--- config.mk ---
export PLATFORM = sky130hd
export DESIGN_NAME = fcq_host
export DESIGN_NICKNAME = d
export VERILOG_FILES = /design/src/fcq_pkg.sv /design/src/fcq_host.sv
export VERILOG_INCLUDE_DIRS = /design/src
export SDC_FILE = /design/constraint.sdc
export NUM_CORES = 1
export LEC_CHECK = 0
export BUFFER_PORTS_ARGS = -buffer_cell sky130_fd_sc_hd__buf_2
export CAP_MARGIN = 20
export CORE_MARGIN = 2
export CORE_UTILIZATION = 51
export DETAILED_ROUTE_END_ITERATION = 16
export GPL_TIMING_DRIVEN = 1
export PLACE_DENSITY = 0.82
export SYNTH_ARGS = -nofsm -noshare
export SYNTH_HDL_FRONTEND = slang
export SYNTH_SLANG_ARGS = --single-unit
export TNS_END_PERCENT = 30
--- constraint.sdc ---
create_clock -name clk_sys_in -period 2.14 [get_ports clk_sys_in]
set_input_delay 0.107 -clock clk_sys_in [delete_from_list [all_inputs] [get_ports clk_sys_in]]
set_output_delay 0.107 -clock clk_sys_in [all_outputs]
set_load 0.01 [all_outputs]
--- src/fcq_defines.svh ---
/*
 * timing counts, command codes and query-table locations for the flash
 * command host. assumes a parallel nor flash behind cs/we/oe strobes, with
 * the host clock at 125 mhz.
 */
`ifndef FCQ_DEFINES_SVH
`define FCQ_DEFINES_SVH
// Overview of operation
// RQ1: device latches address late fall, data early rise
// RQ2: device powers up in read-array state
// RQ3: erase suspend gives erase-suspend-read state
// RQ4: host resets after timeout flag or autoselect
// RQ5: reset returns read or suspend-read, address ignored
// RQ6: reset aborts erase sequence before erasure only
// RQ7: reset aborts program sequence before programming only
// RQ8: reset leaves autoselect to read or suspend-read
// RQ9: reset after timeout flag restores read state
// RQ10: host sends buffer-abort reset after abort flag; fcq_host only raises recover_needed_out, the user must write it
// RQ11: autoselect only from read or suspend-read
// RQ12: three-cycle unlock enters autoselect, reads repeat
// RQ13: autoselect manufacturer code at offset zero
// RQ14: device code from three word addresses
// RQ15: sector protect status at sector plus 02h
// RQ16: host resets after bad sequence
// RQ17: query size, interface, write-size words
// RQ18: query reports one uniform erase region
// RQ19: extension table begins PRI, version 1.3
// RQ20: extension reports unlock, suspend, protect codes
// RQ21: extension reports page mode, accel supply codes
// RQ22: boot flag word 04h/05h, program suspend
// RQ23: query command 98h at 55h enters query
// RQ24: undefined query words read zero
// RQ25: customary unlock addresses and command codes
// bus timing, in ns, and derived 8 ns cycle counts (least times round up)
`define FCQ_CLK_NS 8
`define FCQ_T_SETUP_NS 40
`define FCQ_T_PULSE_NS 48
`define FCQ_T_ACCESS_NS 96
`define FCQ_SETUP_CYC ((`FCQ_T_SETUP_NS + `FCQ_CLK_NS - 1) / `FCQ_CLK_NS)
`define FCQ_PULSE_CYC ((`FCQ_T_PULSE_NS + `FCQ_CLK_NS - 1) / `FCQ_CLK_NS)
`define FCQ_ACCESS_CYC ((`FCQ_T_ACCESS_NS + `FCQ_CLK_NS - 1) / `FCQ_CLK_NS)
// command cycles
`define FCQ_UNLOCK1_ADDR 23'h00_0555
`define FCQ_UNLOCK1_DATA 16'h00AA
`define FCQ_UNLOCK2_ADDR 23'h00_02AA
`define FCQ_UNLOCK2_DATA 16'h0055
`define FCQ_AUTOSEL_DATA 16'h0090
`define FCQ_RESET_DATA 16'h00F0
`define FCQ_QUERY_ADDR 23'h00_0055
`define FCQ_QUERY_DATA 16'h0098
// autoselect locations
`define FCQ_AS_MFR 8'h00
`define FCQ_AS_DEV1 8'h01
`define FCQ_AS_DEV2 8'h0E
`define FCQ_AS_DEV3 8'h0F
`define FCQ_AS_PROT 8'h02
`define FCQ_PROT_YES 16'h0001
`define FCQ_PROT_NO 16'h0000
// query table locations and expected words
`define FCQ_Q_SIZE 8'h27
`define FCQ_Q_REGIONS 8'h2C
`define FCQ_Q_PRI 8'h40
`define FCQ_Q_BOOTFLAG 8'h4F
`define FCQ_BOOT_BOTTOM 16'h0004
`define FCQ_BOOT_TOP 16'h0005
`define FCQ_WORD_ADDR_W 23
`endif

--- src/fcq_pkg.sv ---
/*
 * types for the flash command host: user order codes and user order record.
 * assumes fcq_defines.svh supplies all numbers.
 */
package fcq_pkg;
    // orders taken at the user port
    typedef enum logic [2:0] {
        FCQ_OP_READ,
        FCQ_OP_RESET,
        FCQ_OP_AUTOSEL,
        FCQ_OP_QUERY,
        FCQ_OP_WRITE
    } fcq_op_e;
    // one user order
    typedef struct packed {
        fcq_op_e op;
        logic [22:0] addr;
        logic [15:0] data;
    } fcq_req_s;
endpackage

--- src/fcq_host.sv ---
/*
 * host-side controller for a parallel nor flash command interpreter. it
 * turns user orders into strobe cycles: reads, single writes, the reset
 * command, the three-cycle autoselect entry and the query entry.
 * assumes the flash answers within the access time and that pins are
 * synchronous to clk_sys_in.
 */
`timescale 1ns/10ps
`include "fcq_defines.svh"
`default_nettype none
module fcq_host (
    input wire logic clk_sys_in,
    input wire logic rst_in,
    input wire logic req_valid_in,
    input wire fcq_pkg::fcq_req_s req_in,
    input wire logic timeout_flag_in,
    input wire logic buffer_abort_flag_in,
    input wire logic [15:0] flash_dq_in,
    output logic req_ready_out,
    output logic rsp_valid_out,
    output logic [15:0] rsp_data_out,
    output logic recover_needed_out,
    output logic [22:0] flash_addr_out,
    output logic [15:0] flash_dq_out,
    output logic flash_dq_oe_out,
    output logic flash_cs_n_out,
    output logic flash_we_n_out,
    output logic flash_oe_n_out
);
    // bus cycle phases; a command sequence loops setup, pulse, hold
    // per cycle, while a read goes setup then access
    typedef enum logic [2:0] {
        ST_IDLE, // waiting for an order
        ST_SETUP, // cs low, address and data settling
        ST_PULSE, // write strobe low
        ST_HOLD, // strobes high between command cycles
        ST_RD, // output strobe low, waiting out the access time
        ST_DONE // one cycle to raise the answer pulse
    } fcq_state_e;
    fcq_state_e state_reg; // current phase
    logic [3:0] cnt_reg; // phase timer
    logic [1:0] seq_reg; // index of command cycle in a sequence
    logic [1:0] seq_len_reg; // cycles in current sequence minus one
    fcq_pkg::fcq_req_s cur_reg; // order being served
    logic is_read_reg; // order is a plain read, no write strobe

    // address of cycle n of a command sequence; unlock and command cycles
    // use fixed addresses so a user order cannot corrupt them
    function automatic logic [22:0] seq_addr(input fcq_pkg::fcq_req_s r, input logic [1:0] n);
        if (r.op == fcq_pkg::FCQ_OP_AUTOSEL && n == 2'd0) begin
            seq_addr = `FCQ_UNLOCK1_ADDR; // RQ25
        end else if (r.op == fcq_pkg::FCQ_OP_AUTOSEL && n == 2'd1) begin
            seq_addr = `FCQ_UNLOCK2_ADDR;
        end else if (r.op == fcq_pkg::FCQ_OP_AUTOSEL) begin
            seq_addr = `FCQ_UNLOCK1_ADDR; // RQ12
        end else if (r.op == fcq_pkg::FCQ_OP_QUERY) begin
            seq_addr = `FCQ_QUERY_ADDR; // RQ23
        end else if (r.op == fcq_pkg::FCQ_OP_RESET) begin
            seq_addr = 23'h00_0000; // RQ5
        end else begin
            seq_addr = r.addr;
        end
    endfunction

    // data of cycle n of a command sequence; only a raw write or read
    // passes the user's own word through
    function automatic logic [15:0] seq_data(input fcq_pkg::fcq_req_s r, input logic [1:0] n);
        if (r.op == fcq_pkg::FCQ_OP_AUTOSEL && n == 2'd0) begin
            seq_data = `FCQ_UNLOCK1_DATA;
        end else if (r.op == fcq_pkg::FCQ_OP_AUTOSEL && n == 2'd1) begin
            seq_data = `FCQ_UNLOCK2_DATA;
        end else if (r.op == fcq_pkg::FCQ_OP_AUTOSEL) begin
            seq_data = `FCQ_AUTOSEL_DATA;
        end else if (r.op == fcq_pkg::FCQ_OP_QUERY) begin
            seq_data = `FCQ_QUERY_DATA;
        end else if (r.op == fcq_pkg::FCQ_OP_RESET) begin
            seq_data = `FCQ_RESET_DATA; // RQ16
        end else begin
            seq_data = r.data;
        end
    endfunction

    // sequencer: setup, strobe pulse, hold, or read access; this process
    // alone owns phase, counter and sequence index, the others decode them
    always_ff @(posedge clk_sys_in) begin
        if (rst_in) begin
            state_reg <= ST_IDLE;
            cnt_reg <= 4'h0;
            seq_reg <= 2'd0;
            seq_len_reg <= 2'd0;
            cur_reg <= '0;
            is_read_reg <= 1'b0;
        end else begin
            unique case (state_reg)
                ST_IDLE: begin
                    // orders start only from idle, so an autoselect entry
                    // never lands inside another command sequence
                    if (req_valid_in) begin // RQ11
                        // latch the whole order; req_in may change after
                        cur_reg <= req_in;
                        seq_reg <= 2'd0;
                        is_read_reg <= (req_in.op == fcq_pkg::FCQ_OP_READ);
                        // autoselect is three cycles, others one
                        seq_len_reg <= (req_in.op == fcq_pkg::FCQ_OP_AUTOSEL) ? 2'd2 : 2'd0;
                        cnt_reg <= 4'h0;
                        state_reg <= ST_SETUP;
                    end
                end
                ST_SETUP: begin
                    // address settles before the late falling strobe
                    if (cnt_reg == 4'(`FCQ_SETUP_CYC - 1)) begin
                        // setup time met: strobe the write or open the read
                        cnt_reg <= 4'h0;
                        state_reg <= is_read_reg ? ST_RD : ST_PULSE;
                    end else begin
                        // still settling
                        cnt_reg <= cnt_reg + 4'h1;
                    end
                end
                ST_PULSE: begin
                    // the last pulse cycle already has we high again, so
                    // the data edge comes while address and data still stand
                    if (cnt_reg == 4'(`FCQ_PULSE_CYC - 1)) begin
                        // pulse over: release cs next
                        cnt_reg <= 4'h0;
                        state_reg <= ST_HOLD;
                    end else begin
                        cnt_reg <= cnt_reg + 4'h1;
                    end
                end
                ST_HOLD: begin
                    // one idle cycle between command cycles
                    if (seq_reg == seq_len_reg) begin
                        // last cycle of the sequence written
                        state_reg <= ST_DONE;
                    end else begin
                        // next command cycle of the sequence
                        seq_reg <= seq_reg + 2'd1;
                        state_reg <= ST_SETUP;
                    end
                end
                ST_RD: begin
                    // oe is registered, so it falls one cycle into this
                    // phase; the flash has one cycle less than the count
                    if (cnt_reg == 4'(`FCQ_ACCESS_CYC - 1)) begin
                        // data sampled on this edge by the answer process
                        state_reg <= ST_DONE;
                    end else begin
                        cnt_reg <= cnt_reg + 4'h1;
                    end
                end
                ST_DONE: begin
                    // answer pulse goes out; ready returns a cycle later
                    state_reg <= ST_IDLE;
                end
            endcase
        end
    end

    // pins: we rises before cs so data latches on we's early rise
    always_ff @(posedge clk_sys_in) begin
        if (rst_in) begin
            flash_addr_out <= 23'h00_0000;
            flash_dq_out <= 16'h0000;
            flash_dq_oe_out <= 1'b0;
            flash_cs_n_out <= 1'b1;
            flash_we_n_out <= 1'b1;
            flash_oe_n_out <= 1'b1;
        end else begin
            // address and data follow the order for its whole life, so
            // they stand across the strobe edges the flash latches on
            flash_addr_out <= seq_addr(cur_reg, seq_reg); // RQ1
            flash_dq_out <= seq_data(cur_reg, seq_reg);
            // drive the data bus only for writes; a read leaves it to the flash
            flash_dq_oe_out <= (state_reg == ST_SETUP && !is_read_reg) || state_reg == ST_PULSE;
            // cs covers setup, pulse and access, and is high in hold
            flash_cs_n_out <= !(state_reg == ST_SETUP || state_reg == ST_PULSE || state_reg == ST_RD);
            // we low only during pulse, cs already low: late fall is we
            flash_we_n_out <= !(state_reg == ST_PULSE && cnt_reg != 4'(`FCQ_PULSE_CYC - 1)); // RQ1
            // output strobe only in the access phase, never with we low
            flash_oe_n_out <= !(state_reg == ST_RD);
        end
    end

    // user answer side
    always_ff @(posedge clk_sys_in) begin
        if (rst_in) begin
            req_ready_out <= 1'b0;
            rsp_valid_out <= 1'b0;
            rsp_data_out <= 16'h0000;
        end else begin
            // ready lags the state by a cycle; the user holds valid
            // until the answer pulse, so the lag costs nothing
            req_ready_out <= (state_reg == ST_IDLE) && !req_valid_in;
            // one pulse per order, reads and writes alike
            rsp_valid_out <= (state_reg == ST_DONE);
            // read data is held until the next read overwrites it
            if (state_reg == ST_RD && cnt_reg == 4'(`FCQ_ACCESS_CYC - 1)) begin
                rsp_data_out <= flash_dq_in; // RQ13 RQ17
            end
        end
    end

    // error flags mean the host must send a reset (or buffer-abort reset)
    // limitation: the buffer-abort reset sequence is not sent by this block;
    // the user must issue it as raw writes before the reset order
    always_ff @(posedge clk_sys_in) begin
        if (rst_in) begin
            recover_needed_out <= 1'b0;
        end else if (timeout_flag_in || buffer_abort_flag_in) begin
            // set wins over a clear in the same cycle, so a flag that
            // rises during the reset order is not lost
            recover_needed_out <= 1'b1; // RQ4 RQ10
        end else if (state_reg == ST_DONE && cur_reg.op == fcq_pkg::FCQ_OP_RESET) begin
            // the reset order has been written to the flash
            recover_needed_out <= 1'b0; // RQ9
        end
    end
endmodule
`default_nettype wire

; ---- Word level (Yosys, flattened, before mapping)
; Cells that the tools add are included.
[word_totals]
ff_bits = 116
out_inout_bits = 62
elab_cells = 101
[classes]
n_addsub = 2
eq_ne = 21
n_mux = 28
reduce_logical = 28
[ops]
columns = operator, count
row1 = two-way mux 11 bit, 5
row2 = two-way mux 8 bit, 5
row3 = two-way mux 3 bit, 6
row4 = one-hot mux 3 bit (6 select lines), 1
row5 = two-way mux 4 bit, 4
row6 = one-hot mux 4 bit (4 select lines), 1
row7 = equality test 3 x 2 -> 1 bit (second input constant), 5
row8 = != test 2 bit (second input constant), 6
row9 = equality test 4 x 3 -> 1 bit (second input constant), 2
row10 = logical AND 1 bit, 7
row11 = equality test 3 x 1 -> 1 bit (second input constant), 2
row12 = equality test 3 bit (second input constant), 2
row13 = zero test 3 bit, 2
row14 = two-way mux 2 bit, 3
row15 = AND reduction 3 bit, 2
row16 = OR reduction 6 bit, 1
row17 = zero test 1 bit, 5
row18 = adder 4 x 1 -> 4 bit (second input constant), 1
row19 = equality test 4 bit (second input constant), 1
row20 = logical OR 1 bit, 4
row21 = != test 4 x 3 -> 1 bit (second input constant), 1
row22 = one-hot mux 2 bit (2 select lines), 1
row23 = AND reduction 4 bit, 1
row24 = nonzero test 2 bit, 2
row25 = other kinds (8), 9

; ---- Logic depth before layout (Yosys ltp)
; Gate-level depths: netlist of run 1.
[depth]
depth_word = 6
mapped_depth = 7
mapped_depth_nobuf = 6

; ---- Worst setup path before layout of run 1
; Ideal clock, no wire load.
[synth_timing]
kind = reg-to-reg
start = reg state_reg[2]
end = reg cnt_reg[2]
setup_time_ns = 0.074
t_arrival_ns = 1.519
required_time_ns = 2.066
slack_ns = 0.546
path_stages_with_launch = 5
synth_period_minus_slack_ns = 1.594
path_cell_list = dfxtp_1 -> nor3b_4 -> a22oi_2 -> or4b_1 -> a31oi_1
[synth_between]
elab_chain_cells = 3
word_cells_on_any_way = 9
[synth_lines]
columns = item, line
row1 = "start, declared", fcq_host.sv:40  ; fcq_state_e state_reg;
row2 = "start signal, assigned", fcq_host.sv:114  ; state_reg <= is_read_reg ? ST_RD : ST_PULSE;
row3 = equality test 3 x 1 -> 1 bit (tied with other cells), fcq_host.sv:94  ; unique case (state_reg)
row4 = nonzero test 4 bit (no line) or != test 2 bit (tied branches), -
row5 = AND reduction 3 bit (no line), -
row6 = "end signal, assigned", fcq_host.sv:117  ; cnt_reg <= cnt_reg + 4'h1;
row7 = "end signal, assigned", fcq_host.sv:128  ; cnt_reg <= cnt_reg + 4'h1;
row8 = "end signal, assigned", fcq_host.sv:149  ; cnt_reg <= cnt_reg + 4'h1;
row9 = "end, declared", fcq_host.sv:41  ; logic [3:0] cnt_reg;
; Several ways; a longest one is shown, not always the timed one.
; A chain may end at the register's enable or synchronous reset.

; ---- Worst setup path in the final report of run 1
[layout_timing]
start = reg state_reg[1]
end = reg cnt_reg[2]
; The elaborated chain is that of the path after synthesis.

==> results, run 1 <==
- The run finished with clean final reports.
- The floorplan die height is 94.3 um.
- The floorplan has 32 rows.
- The final critical-path share of the clock period is 0.888.
- Synthesis produced 482 cells.
- The launch point of the critical path is state_reg[1].
- The placeable core region is 7810 um2.
- For this run, asynchronously set or reset flops after synthesis account for 0.
- The number of antenna violations at the first check in global routing is 1.
- The last weighted congestion value of the routability-driven placer is 0.841.
- The share of total power in the clock network is 0.426.
- The number of endpoints with negative hold slack in the final report was 0.
- The startpoint identified for the worst register-to-register timing path is state_reg[1].
- The share of cells above drive strength 1 is 0.246.
- Buffers placed on the I/O ports in this run total 124.
- The worst path meets setup with 0.240 ns of slack.
- The number of flip-flops under the largest register name is 42.
- Once detailed placement completed, the half-perimeter wirelength came to 6410 um.
- Yosys mapped a number of flops with a built-in enable equal to 0.
- The critical path arrival is 2.33 ns.
- The synthesized area per cell is 8.64 um2.
- The number of vias after detailed routing is 4024.
- The internal cell power is 4.76 mW.
- The largest net degree at the start of global routing is 46.
- Of the total power, the share spent switching nets is 0.271.
- The die is 94.3 um wide.
- The number of storage elements in the synthesis netlist is 115.
- The total of warnings raised by yosys is 0.
- Wires add up to 11600 um.
- The total number of clock tree sinks is 115.
- The total of hold buffers inserted after clock tree synthesis is 62.
- The worst-skew pair later-pin latency is 0.50 ns.
- The share of total power dissipated in combinational logic is 0.186.
- Pin placement for this block handled 125 I/O pins.
- The commonest register cell after synthesis is sky130_fd_sc_hd__dfxtp_1.
- The total negative slack for setup checks is 0 ns.
- CTS built an H-tree with a depth of 4.
- Counting along the longest clock path gives a buffer depth of 2.
- The leakage power of the design is 2.67 nW.
- The detail-routed net length per standard cell is 14.8 um.
- Compared with the post-synthesis result, the final layout area differs by 46.7%.
- The share of synthesized area in the top cell type comes to 0.553.
- The synthesized netlist occupies a cell area of 4160 um2.
- The kind of critical path is reg2reg.
- The commonest cells after synthesis are sky130_fd_sc_hd__nand2_1, sky130_fd_sc_hd__dfxtp_1, sky130_fd_sc_hd__a21oi_1.
- The share of the Yosys chip area taken by registers is 0.553.
- The element type at the critical path start is a flip-flop.
- Setup repair after global routing left no endpoint under its margin.
- The first global-routing pass estimated 18200 um of wire.
- The top fanout value on the critical path is 12.
- Prior to clock tree synthesis, the placed netlist has a worst setup slack of 0.275 ns.
- In this run the most critical hold path is launched from req_in[25].
- The net count after synthesis is 550.
- The switching power total is 1.77 mW.
- The final net count is 734.
- Summed over all instances, the cell type with the most area after synthesis is sky130_fd_sc_hd__dfxtp_1.
- Yosys mapped the design onto 42 distinct sky130hd cell types.
- The critical path capture point type is a flip-flop.
- The path class of the lowest-slack min-delay path is in2reg.
- The number of global-route vias before repair is 3968.
- Clock tree synthesis selected as its root buffer the cell sky130_fd_sc_hd__clkbuf_8.
- TritonCTS built the clock tree.
- sky130_fd_sc_hd__nand2_1 is the most common cell in the netlist.
- The final global-route overflow total is 0.
- Measured against its own limit, the worst slew margin works out to 0.646.
- Post-CTS timing repair inserted 0 buffers for setup.
- Max-cap violations in this run came to 0.
- Of the total power, registers draw 0.388.
- The area of the die is 8900 um2.
- The worst vdd rail ir drop is 0.000669 V.
- Setup violations remaining at the end of the flow were counted as 0.
- The number of max-slew violations in the final report is 0.
- The detailed-router iteration count before antenna repair is 5.
- The number of buffers created by CTS is 17.
- The share of the core filled with cells in the final layout is 0.782.
- The clock period minus worst slack is 1.90 ns.
- The number of gates resized after CTS is 0.
- In the post-synthesis netlist, the biggest area contributors are sky130_fd_sc_hd__dfxtp_1, sky130_fd_sc_hd__nand2_1, sky130_fd_sc_hd__a21oi_1.
- Between clock sinks in the finished design, the worst skew comes to 0.00782 ns.
- Using the TritonRoute via totals, the vias-per-cell ratio works out to 5.14.
- The initial cell density of the core is 0.533.
- The slew at the pin closest to its max-slew limit is 0.531 ns.
- For the worst setup path, the data required time is 2.57 ns.
- Dividing total power by cell area gives a power density of 1070 nW/um2.
- The clock slew at the register clock pins of the worst setup and hold paths is 0.05 ns.
- The global-route usage over all layers is 0.267.
- The fmax is 526 MHz.
- In this run the remaining antenna-violating nets after routing total 0.
- The DRC violation count after routing is 0.
- The DRC violation total after the first TritonRoute iteration is 220.
through the flow:
stage,std cells,cell area [um2],power [mW],hold slack (ns)
6_report,783,6110,6.53,0.380
5_1_grt,782,6100,6.80,0.380
4_1_cts,780,6090,6.53,0.358
3_5_place_dp,686,4880,3.65,0.353
3_3_place_gp,686,4880,3.61,0.347
2_1_floorplan,482,4160,3.27,0.243
routing by layer:
metal | GRT usage | vias up | routed length, um
met5 | 0 | - | 0
met4 | 0.143 | 0 | 286
met3 | 0.0670 | 27 | 581
met2 | 0.492 | 135 | 6230
met1 | 0.278 | 1885 | 4470
li1 | - | 1977 | -
power by group through the flow:
stage | Combinational [mW] | Sequential (mW) | Clock, mW
floorplan | 0.702 | 2.57 | 0
finish | 1.22 | 2.53 | 2.78
detailed placement | 1.09 | 2.56 | 0
global placement | 1.06 | 2.55 | 0
global route | 1.34 | 2.55 | 2.91
CTS | 1.19 | 2.52 | 2.82
layout by cell type (no fill, tap or decap), types with 2 or more instances in the layout:
cell type                       instances
sky130_fd_sc_hd__nor3_1                 5
sky130_fd_sc_hd__nor3b_1                2
sky130_fd_sc_hd__ha_1                   5
sky130_fd_sc_hd__nand2b_1               6
sky130_fd_sc_hd__or2b_1                 2
sky130_fd_sc_hd__diode_2                2
sky130_fd_sc_hd__clkinv_2               4
sky130_fd_sc_hd__clkbuf_16             16
sky130_fd_sc_hd__inv_1                  6
sky130_fd_sc_hd__nor2b_1                6
sky130_fd_sc_hd__nand3_1                3
sky130_fd_sc_hd__a21o_1                 7
sky130_fd_sc_hd__buf_4                  9
sky130_fd_sc_hd__nor2_1                17
sky130_fd_sc_hd__a22oi_1                2
sky130_fd_sc_hd__clkbuf_1               3
sky130_fd_sc_hd__a21oi_1               84
sky130_fd_sc_hd__dlygate4sd3_1         62
sky130_fd_sc_hd__o21bai_1               3
sky130_fd_sc_hd__and2_1                21
sky130_fd_sc_hd__nand2_1              128
sky130_fd_sc_hd__or3_1                  2
sky130_fd_sc_hd__clkbuf_8               4
sky130_fd_sc_hd__a31oi_1                3
sky130_fd_sc_hd__bufinv_16              3
sky130_fd_sc_hd__nand3b_1              10
sky130_fd_sc_hd__dfxtp_1              115
sky130_fd_sc_hd__buf_2                124
sky130_fd_sc_hd__o21ai_0                4
worst max-delay path, cell delays in order, from the launching register on:
cell	delay, ns
sky130_fd_sc_hd__dfxtp_1	0.61
sky130_fd_sc_hd__nor3b_2	0.39
sky130_fd_sc_hd__a221oi_1	0.19
sky130_fd_sc_hd__or4b_1	0.48
sky130_fd_sc_hd__a31oi_1	0.16
final timing paths:
kind | to | slack [ns] | cells past startpoint
worst max-delay path | cnt_reg[2] | 0.24 | 4
worst max register to register | cnt_reg[2] | 0.24 | 4
worst min register to register | cur_reg[37] | 0.45 | 2
worst min-delay path | cur_reg[25] | 0.38 | 4
cells by family after synthesis:
logic type / synth area share
buffers and inverters: 0.0343
xor gates and xnor gates: 0.00210
AOI/OAI and AO/OA: 0.145
DFF: 0.553
muxes: 0.00240
adders and majority gates: 0.0150
and+or+nand+nor: 0.248
layout make-up:
type | instances | area, um2
Clock buffer | 23 | 467
Tap cell | 102 | 128
Timing Repair Buffer | 196 | 1330
Fill cell | 495 | 1700
Clock inverter | 9 | 126
Multi-Input combinational cell | 330 | 1730
Antenna cell | 2 | 5.00
Sequential cell | 115 | 2300
Inverter | 6 | 22.5
Note: power is estimated with default switching activity, not from simulation.
==> run 2: changes to the inputs <==
Settings changed: CORE_MARGIN 2 to not set, CORE_UTILIZATION 51 to 46, PLACE_DENSITY 0.82 to 0.78.
Clock period 2.14 ns to 1.7 ns, I/O delays scaled along.
==> results, run 2 (synthesized netlist as in run 1, its figures left out) <==
- The number of top-level pins was 125 (unchanged).
- The worst-skew pair later-pin latency is 0.52 ns (+0.02 ns).
- The number of global-route vias before repair is 3982 (+0.35%).
- The number of endpoints with negative hold slack in the final report is 0 (unchanged).
- Clock tree synthesis selected as its root buffer the cell sky130_fd_sc_hd__clkbuf_8.
- The row count was 34 (+6.3%).
- The most critical setup path has its startpoint at state_reg[0].
- The number of buffers added on ports is 124 (unchanged).
- The HPWL after detailed placement came to 6400 um (-0.18%).
- The element type at the critical path start is a flip-flop.
- The share of cells above drive strength 1 came to 0.271 (+0.0252).
- Among all stages on the critical path, the largest delay is contributed by sky130_fd_sc_hd__dfxtp_1.
- The final global-route overflow total is 0 (unchanged).
- The total wire length after detailed routing is 11100 um (-4.4%).
- The global-route usage over all layers was 0.241 (-0.0265).
- The startpoint of the tightest hold check path is rst_in.
- By startpoint and endpoint, the worst setup path is classified as reg2reg.
- The reg-to-reg critical path startpoint is state_reg[0].
- The routed via count divided by cell count came to 5.08 (-1.1%).
- The clock slew at the register clock pins of the worst setup and hold paths was 0.06 ns (about the same).
- The final critical-path share of the clock period is 0.970 (+0.0818).
- The post-route cell area was 6180 um2 (+1.3%).
- The post-route antenna net violation count is 0 (unchanged).
- The required time of the worst setup path is 2.13 ns (-0.44 ns).
- The final hold slack is 0.0417 ns (-0.338 ns).
- The critical path goes through nor3b_2 > a221oi_1 > buf_4 > or3_1 > a21oi_1.
- The total number of clock tree sinks came to 115 (unchanged).
- The share of the core filled with cells in the final layout is 0.709 (-0.0729).
- The number of max-slew violations in the final report was 0 (unchanged).
- The path class of the lowest-slack min-delay path is in2reg.
- The last weighted congestion value of the routability-driven placer came to 0.830 (-1.4%).
- The slew at the pin closest to its max-slew limit is 0.465 ns (-0.0663 ns).
- The number of buffers created by CTS is 17 (unchanged).
- The post-route total power is 8.24 mW (+26%).
- The power per cell area was 1330 nW/um2 (+25%).
- The clock period minus worst slack came to 1.65 ns (-0.252 ns).
- The relative slew slack is 0.690 (+0.0435).
- TritonCTS built the clock tree.
- The final worst clock skew is 0.0110 ns (+0.00314 ns).
- The leakage power of the design came to 2.71 nW (+1.6%).
- Leaving out fill and tap cells, the most frequent cell in the layout is sky130_fd_sc_hd__nand2_1.
- The post-CTS repair timing setup buffer count is 0 (unchanged).
- The detailed-router iteration count before antenna repair came to 5 (unchanged).
- The setup slack of the worst register-to-register path was 0.05 ns (-0.19 ns).
- The final number of setup-violating endpoints is 0 (unchanged).
- The number of antenna violations at the first check in global routing is 0 (-1).
- The peak per-stage delay on the critical path was 0.46 ns (-0.15 ns).
- The flow ran to the end, and the final reports show no timing, DRC or antenna violations.
- The CTS H-tree depth came to 4 (unchanged).
- The number of vias after detailed routing is 4036 (+0.30%).
- The largest net degree at the start of global routing came to 46 (unchanged).
- The placeable core region is 8720 um2 (+12%).
- In the layout the commonest cells are sky130_fd_sc_hd__nand2_1, sky130_fd_sc_hd__buf_2, sky130_fd_sc_hd__dfxtp_1, sky130_fd_sc_hd__a21oi_1, sky130_fd_sc_hd__dlygate4sd3_1.
- Relative to the synthesized area, the layout overhead comes to 48.6%.
- The number of flip-flops under the largest register name is 42 (unchanged).
- The DRC violation total after the first TritonRoute iteration is 154 (-30%).
- The fmax is 607 MHz (+15%).
- The final antenna diode count is 0 (-2).
- The worst hold path terminates at cnt_reg[3].
- The initial cell density of the core is 0.477 (-0.0558).
- The total cell area at the placement stage is 4970 um2 (+1.8%).
- The final net count is 741 (+0.95%).
- The floorplan die height is 97.1 um (+3.0%).
- The number of maximum-capacitance violations is 0 (unchanged).
- The total negative slack for setup checks is 0 ns (unchanged).
- The global-route wire length before repair is 17900 um (-1.6%).
- Setup repair after global routing could not meet its margin everywhere.
- The worst vdd rail ir drop came to 0.000865 V (+29%).
- The logic depth of the worst register-to-register path is 5 (+1).
- The critical path arrival is 2.08 ns (-0.25 ns).
- The DRC violation count after routing was 0 (unchanged).
- The top fanout value on the critical path came to 7 (-5).
- The detail-routed net length per standard cell came to 13.9 um (-5.7%).
- The number of fillers in the final layout is 622 (+26%).
- The maximum root-to-sink buffer count is 2 (unchanged).
- The capture point of the worst reg-to-reg path is cnt_reg[0].
- The number of cells on the worst hold path is 3 (-1).
- The area of the die is 9430 um2 (+6.0%).
- The width of the chip is 97.1 um (+3.0%).
- STA classifies the critical path endpoint as a flip-flop.
run 2: area by class of cell:
cell class / count / area, um2 / share of cell area
Timing Repair Buffer: 203 / 1390 / 0.225
Sequential cell: 115 / 2310 / 0.373
Tap cell: 108 / 135 / 0.0218
Multi-Input combinational cell: 330 / 1750 / 0.283
Clock inverter: 14 / 151 / 0.0245
Inverter: 6 / 22.5 / 0.00364
Clock buffer: 18 / 428 / 0.0692
run 2: worst max path at each step:
| stage | depth (start not counted) | end |
|---|---|---|
| finish | 5 | cnt_reg[0] |
| floorplan | 4 | cnt_reg[2] |
| global route | 4 | cnt_reg[2] |
| CTS | 4 | cnt_reg[2] |
| detailed placement | 4 | cnt_reg[2] |
| global placement | 4 | cnt_reg[2] |
run 2: power breakdown:
group	internal, mW	switching (mW)
Clock	2.14	1.28
Combinational	0.729	0.917
Sequential	3.01	0.168
run 2: worst max-delay path: cells and delay by family (launching register included):
family / cells / cell delay (ns)
compound gates: 2 / 0.31
flops: 1 / 0.46
simple gates: 2 / 0.64
buf+inv: 1 / 0.16
run 2: metal layers:
metal	share of wire	vias to the layer above	global-route usage
met1	0.40	1872	0.259
met4	0.036	0	0.153
met2	0.51	144	0.420
met3	0.047	31	0.0604
li1	-	1989	-
met5	0	-	0
run 2: timing repair:
item                                    in CTS  in global routing
endpoints found under the hold margin       62                  0
endpoints found under the setup margin       0                 20
hold buffers                                61                  0
gates resized for setup                      0                  9
run 2: stage by stage:
step | worst slack (ns) | std cells
after floorplan | 0.106 | 482
after global placement | 0.0671 | 701
after detailed placement | 0.0214 | 701
after CTS | 0.0147 | 794
after global routing | -0.0515 | 794
final | 0.0513 | 794
==> run 3: changes to the inputs <==
Settings changed: RECOVER_POWER set to 100.
==> results, run 3 (synthesized netlist as in run 1, its figures left out) <==
- The number of flip-flops under the largest register name was 42 (unchanged).
- The number of maximum-capacitance violations is 0 (unchanged).
- The portion of total power attributed to sequential cells is 0.387 (+0.002).
- The slew at the pin closest to its max-slew limit was 0.459 ns (-0.00565 ns).
- The final number of setup-violating endpoints came to 0 (unchanged).
- The number of buffers created by CTS was 17 (unchanged).
- The CTS H-tree depth was 4 (unchanged).
- The row count is 34 (unchanged).
- The final critical-path share of the clock period came to 0.971 (+0.00132).
- The worst slack at placement is 0.0214 ns (unchanged).
- The last weighted congestion value of the routability-driven placer is 0.830 (unchanged).
- The fmax was 606 MHz (-0.14%).
- The number of buffers added on ports came to 124 (unchanged).
- The power per cell area was 1340 nW/um2 (+0.90%).
- The number of top-level pins is 125 (unchanged).
- The logic depth of the worst register-to-register path was 5 (unchanged).
- The DRC violation count after routing is 0 (unchanged).
- The most critical setup path has its startpoint at state_reg[0].
- STA classifies the critical path startpoint as a flip-flop.
- The detailed-router iteration count before antenna repair is 5 (unchanged).
- The worst setup path is captured at a flip-flop.
- The setup slack of the worst register-to-register path is 0.05 ns (about the same).
- The number of antenna violations at the first check in global routing is 0 (unchanged).
- The register area is 2310 um2 (unchanged).
- The switching portion of total power was 0.289 (+0.00129).
- The top fanout value on the critical path is 7 (unchanged).
- In this run the critical register-to-register path is launched from state_reg[0].
- The path class of the lowest-slack min-delay path is in2reg.
- The required time of the worst setup path is 2.13 ns (about the same).
- The post-route antenna net violation count is 0 (unchanged).
- The leading cell type in the layout, fill and taps excluded is sky130_fd_sc_hd__nand2_1.
- The peak per-stage delay on the critical path is 0.47 ns (about the same).
- The tree is rooted in a sky130_fd_sc_hd__clkbuf_8.
- The internal cell power is 5.84 mW (-0.55%).
- The total wire length after detailed routing is 11100 um (+0.14%).
- The capture point of the worst reg-to-reg path is cnt_reg[0].
- The maximum root-to-sink buffer count is 2 (unchanged).
- The global-route usage over all layers came to 0.241 (unchanged).
- The clock period minus worst slack came to 1.65 ns (+0.00224 ns).
- The run finished with clean final reports.
- The global-route wire length before repair is 17900 um (unchanged).
- Traced cell by cell, the critical path runs through nor3b_2 > a221oi_1 > buf_4 > or3_1 > a21oi_1.
- The largest net degree at the start of global routing came to 46 (unchanged).
- Setup repair after global routing could not meet its margin everywhere.
- The clock slew at the register clock pins of the worst setup and hold paths is 0.06 ns (about the same).
- Grouping stages by cell kind, the critical path spends the most delay in simple AND/OR/NAND/NOR gates.
- The critical path arrival is 2.08 ns (about the same).
- The post-route total power was 8.21 mW (-0.37%).
- The leakage power of the design is 2.46 nW (-9.3%).
- The critical path ends at cnt_reg[0].
- The combined area of the multi-input logic cells is 1750 um2 (unchanged).
- The top cell types in the final layout, fill and taps aside, are sky130_fd_sc_hd__nand2_1, sky130_fd_sc_hd__dfxtp_1, sky130_fd_sc_hd__a21oi_1, sky130_fd_sc_hd__buf_2, sky130_fd_sc_hd__clkbuf_1.
- The count of buffering cells on the critical path with inverters included is 1 (unchanged).
- The floorplan die height is 97.1 um (unchanged).
- The detail-routed net length per standard cell is 13.9 um (+0.14%).
- The total number of clock tree sinks was 115 (unchanged).
- The worst vdd rail ir drop is 0.000863 V (-0.27%).
- The area of the die came to 9430 um2 (unchanged).
- The HPWL after detailed placement came to 6400 um (unchanged).
- The final worst clock skew is 0.00965 ns (-0.00131 ns).
- The final worst slack came to 0.0491 ns (-0.00224 ns).
- TritonCTS built the clock tree.
- The number of vias after detailed routing is 4049 (+0.32%).
- The depth of the critical timing path with buffers and inverters included is 5 (unchanged).
- The number of endpoints with negative hold slack in the final report is 0 (unchanged).
- The relative slew slack is 0.691 (+0.00162).
- The DRC violation total after the first TritonRoute iteration is 143 (-7.1%).
- The switching power total was 2.37 mW (about the same).
- The width of the chip was 97.1 um (unchanged).
- The critical path is of the reg2reg type.
- The worst-skew pair later-pin latency came to 0.51 ns (about the same).
- The area growth from synthesis to final layout is 46.7%.
- The share of cells above drive strength 1 came to 0.181 (-0.0904).
- The initial cell density of the core is 0.477 (unchanged).
- The number of max-slew violations in the final report was 0 (unchanged).
- The final net count came to 741 (unchanged).
- The relative contribution of combinational cells to total power is 0.197 (-0.003).
- The post-route cell area is 6110 um2 (-1.3%).
- The routed via count divided by cell count is 5.10 (+0.32%).
- For this design, the slowest cell found on the critical path is sky130_fd_sc_hd__dfxtp_1.
- The number of fillers in the final layout is 651 (+4.7%).
- The final global-route overflow total is 0 (unchanged).
- The final antenna diode count is 0 (unchanged).
- The total cell area at the placement stage was 4970 um2 (unchanged).
- The number of global-route vias before repair came to 3982 (unchanged).
- The share of total power in the clock network came to 0.416 (about the same).
- The placeable core region is 8720 um2 (unchanged).
## run 3: routing by layer
layer / vias to the layer above / part of all wire / GRT usage
li1: 1988 / - / -
met2: 134 / 0.52 / 0.420
met3: 30 / 0.049 / 0.0604
met5: - / 0 / 0
met4: 0 / 0.033 / 0.153
met1: 1897 / 0.40 / 0.259
## run 3: repair_timing
action,4_1_cts,5_1_grt
hold endpoints to repair,62,0
gates resized for setup,0,9
setup buffers,0,0
hold buffers,61,0
endpoints found under the setup margin,0,20
## run 3: area by class of cell
class | instances | share of cell area
clock buffer | 18 | 0.0701
sequential | 115 | 0.378
tap | 108 | 0.0221
multi-input combinational | 330 | 0.287
timing repair buffer | 203 | 0.215
inverter | 6 | 0.00369
clock inverter | 14 | 0.0248
## run 3: stage by stage
step	cells	utilization	setup TNS (ns)	hold slack, ns
global placement	701	0.570	0	0.326
CTS	794	0.706	0	0.0197
floorplan	482	-	0	0.221
finish	794	0.700	0	0.0455
global route	794	0.700	-0.0900	0.0397
detailed placement	701	0.570	0	0.331
## run 3: worst min-delay path by stage
| stage | start | end | slack [ns] | depth (start not counted) |
|---|---|---|---|---|
| 2_1_floorplan | req_in[10] | cur_reg[10] | 0.22 | 2 |
| 3_3_place_gp | flash_dq_in[11] | rsp_data_out[11] | 0.33 | 3 |
| 3_5_place_dp | req_in[6] | cur_reg[6] | 0.33 | 3 |
| 4_1_cts | rst_in | cnt_reg[3] | 0.02 | 3 |
| 5_1_grt | rst_in | cnt_reg[3] | 0.04 | 3 |
| 6_report | rst_in | cnt_reg[3] | 0.05 | 3 |
## run 3: tightest hold or removal path: cells and delay by family
| kind | cells | cell delay (ns) |
|---|---|---|
| buffers and inverters | 1 | 0.20 |
| and+or+nand+nor | 1 | 0.15 |
| AOI/OAI and AO/OA | 1 | 0.07 |
## run 3: power by group through the flow
stage	sequential, mW	clock [mW]	combinational [mW]
after CTS	3.17	3.48	1.61
after global routing	3.21	3.61	1.78
final	3.18	3.42	1.61
after floorplan	3.23	0	0.884
after global placement	3.20	0	1.45
after detailed placement	3.22	0	1.47
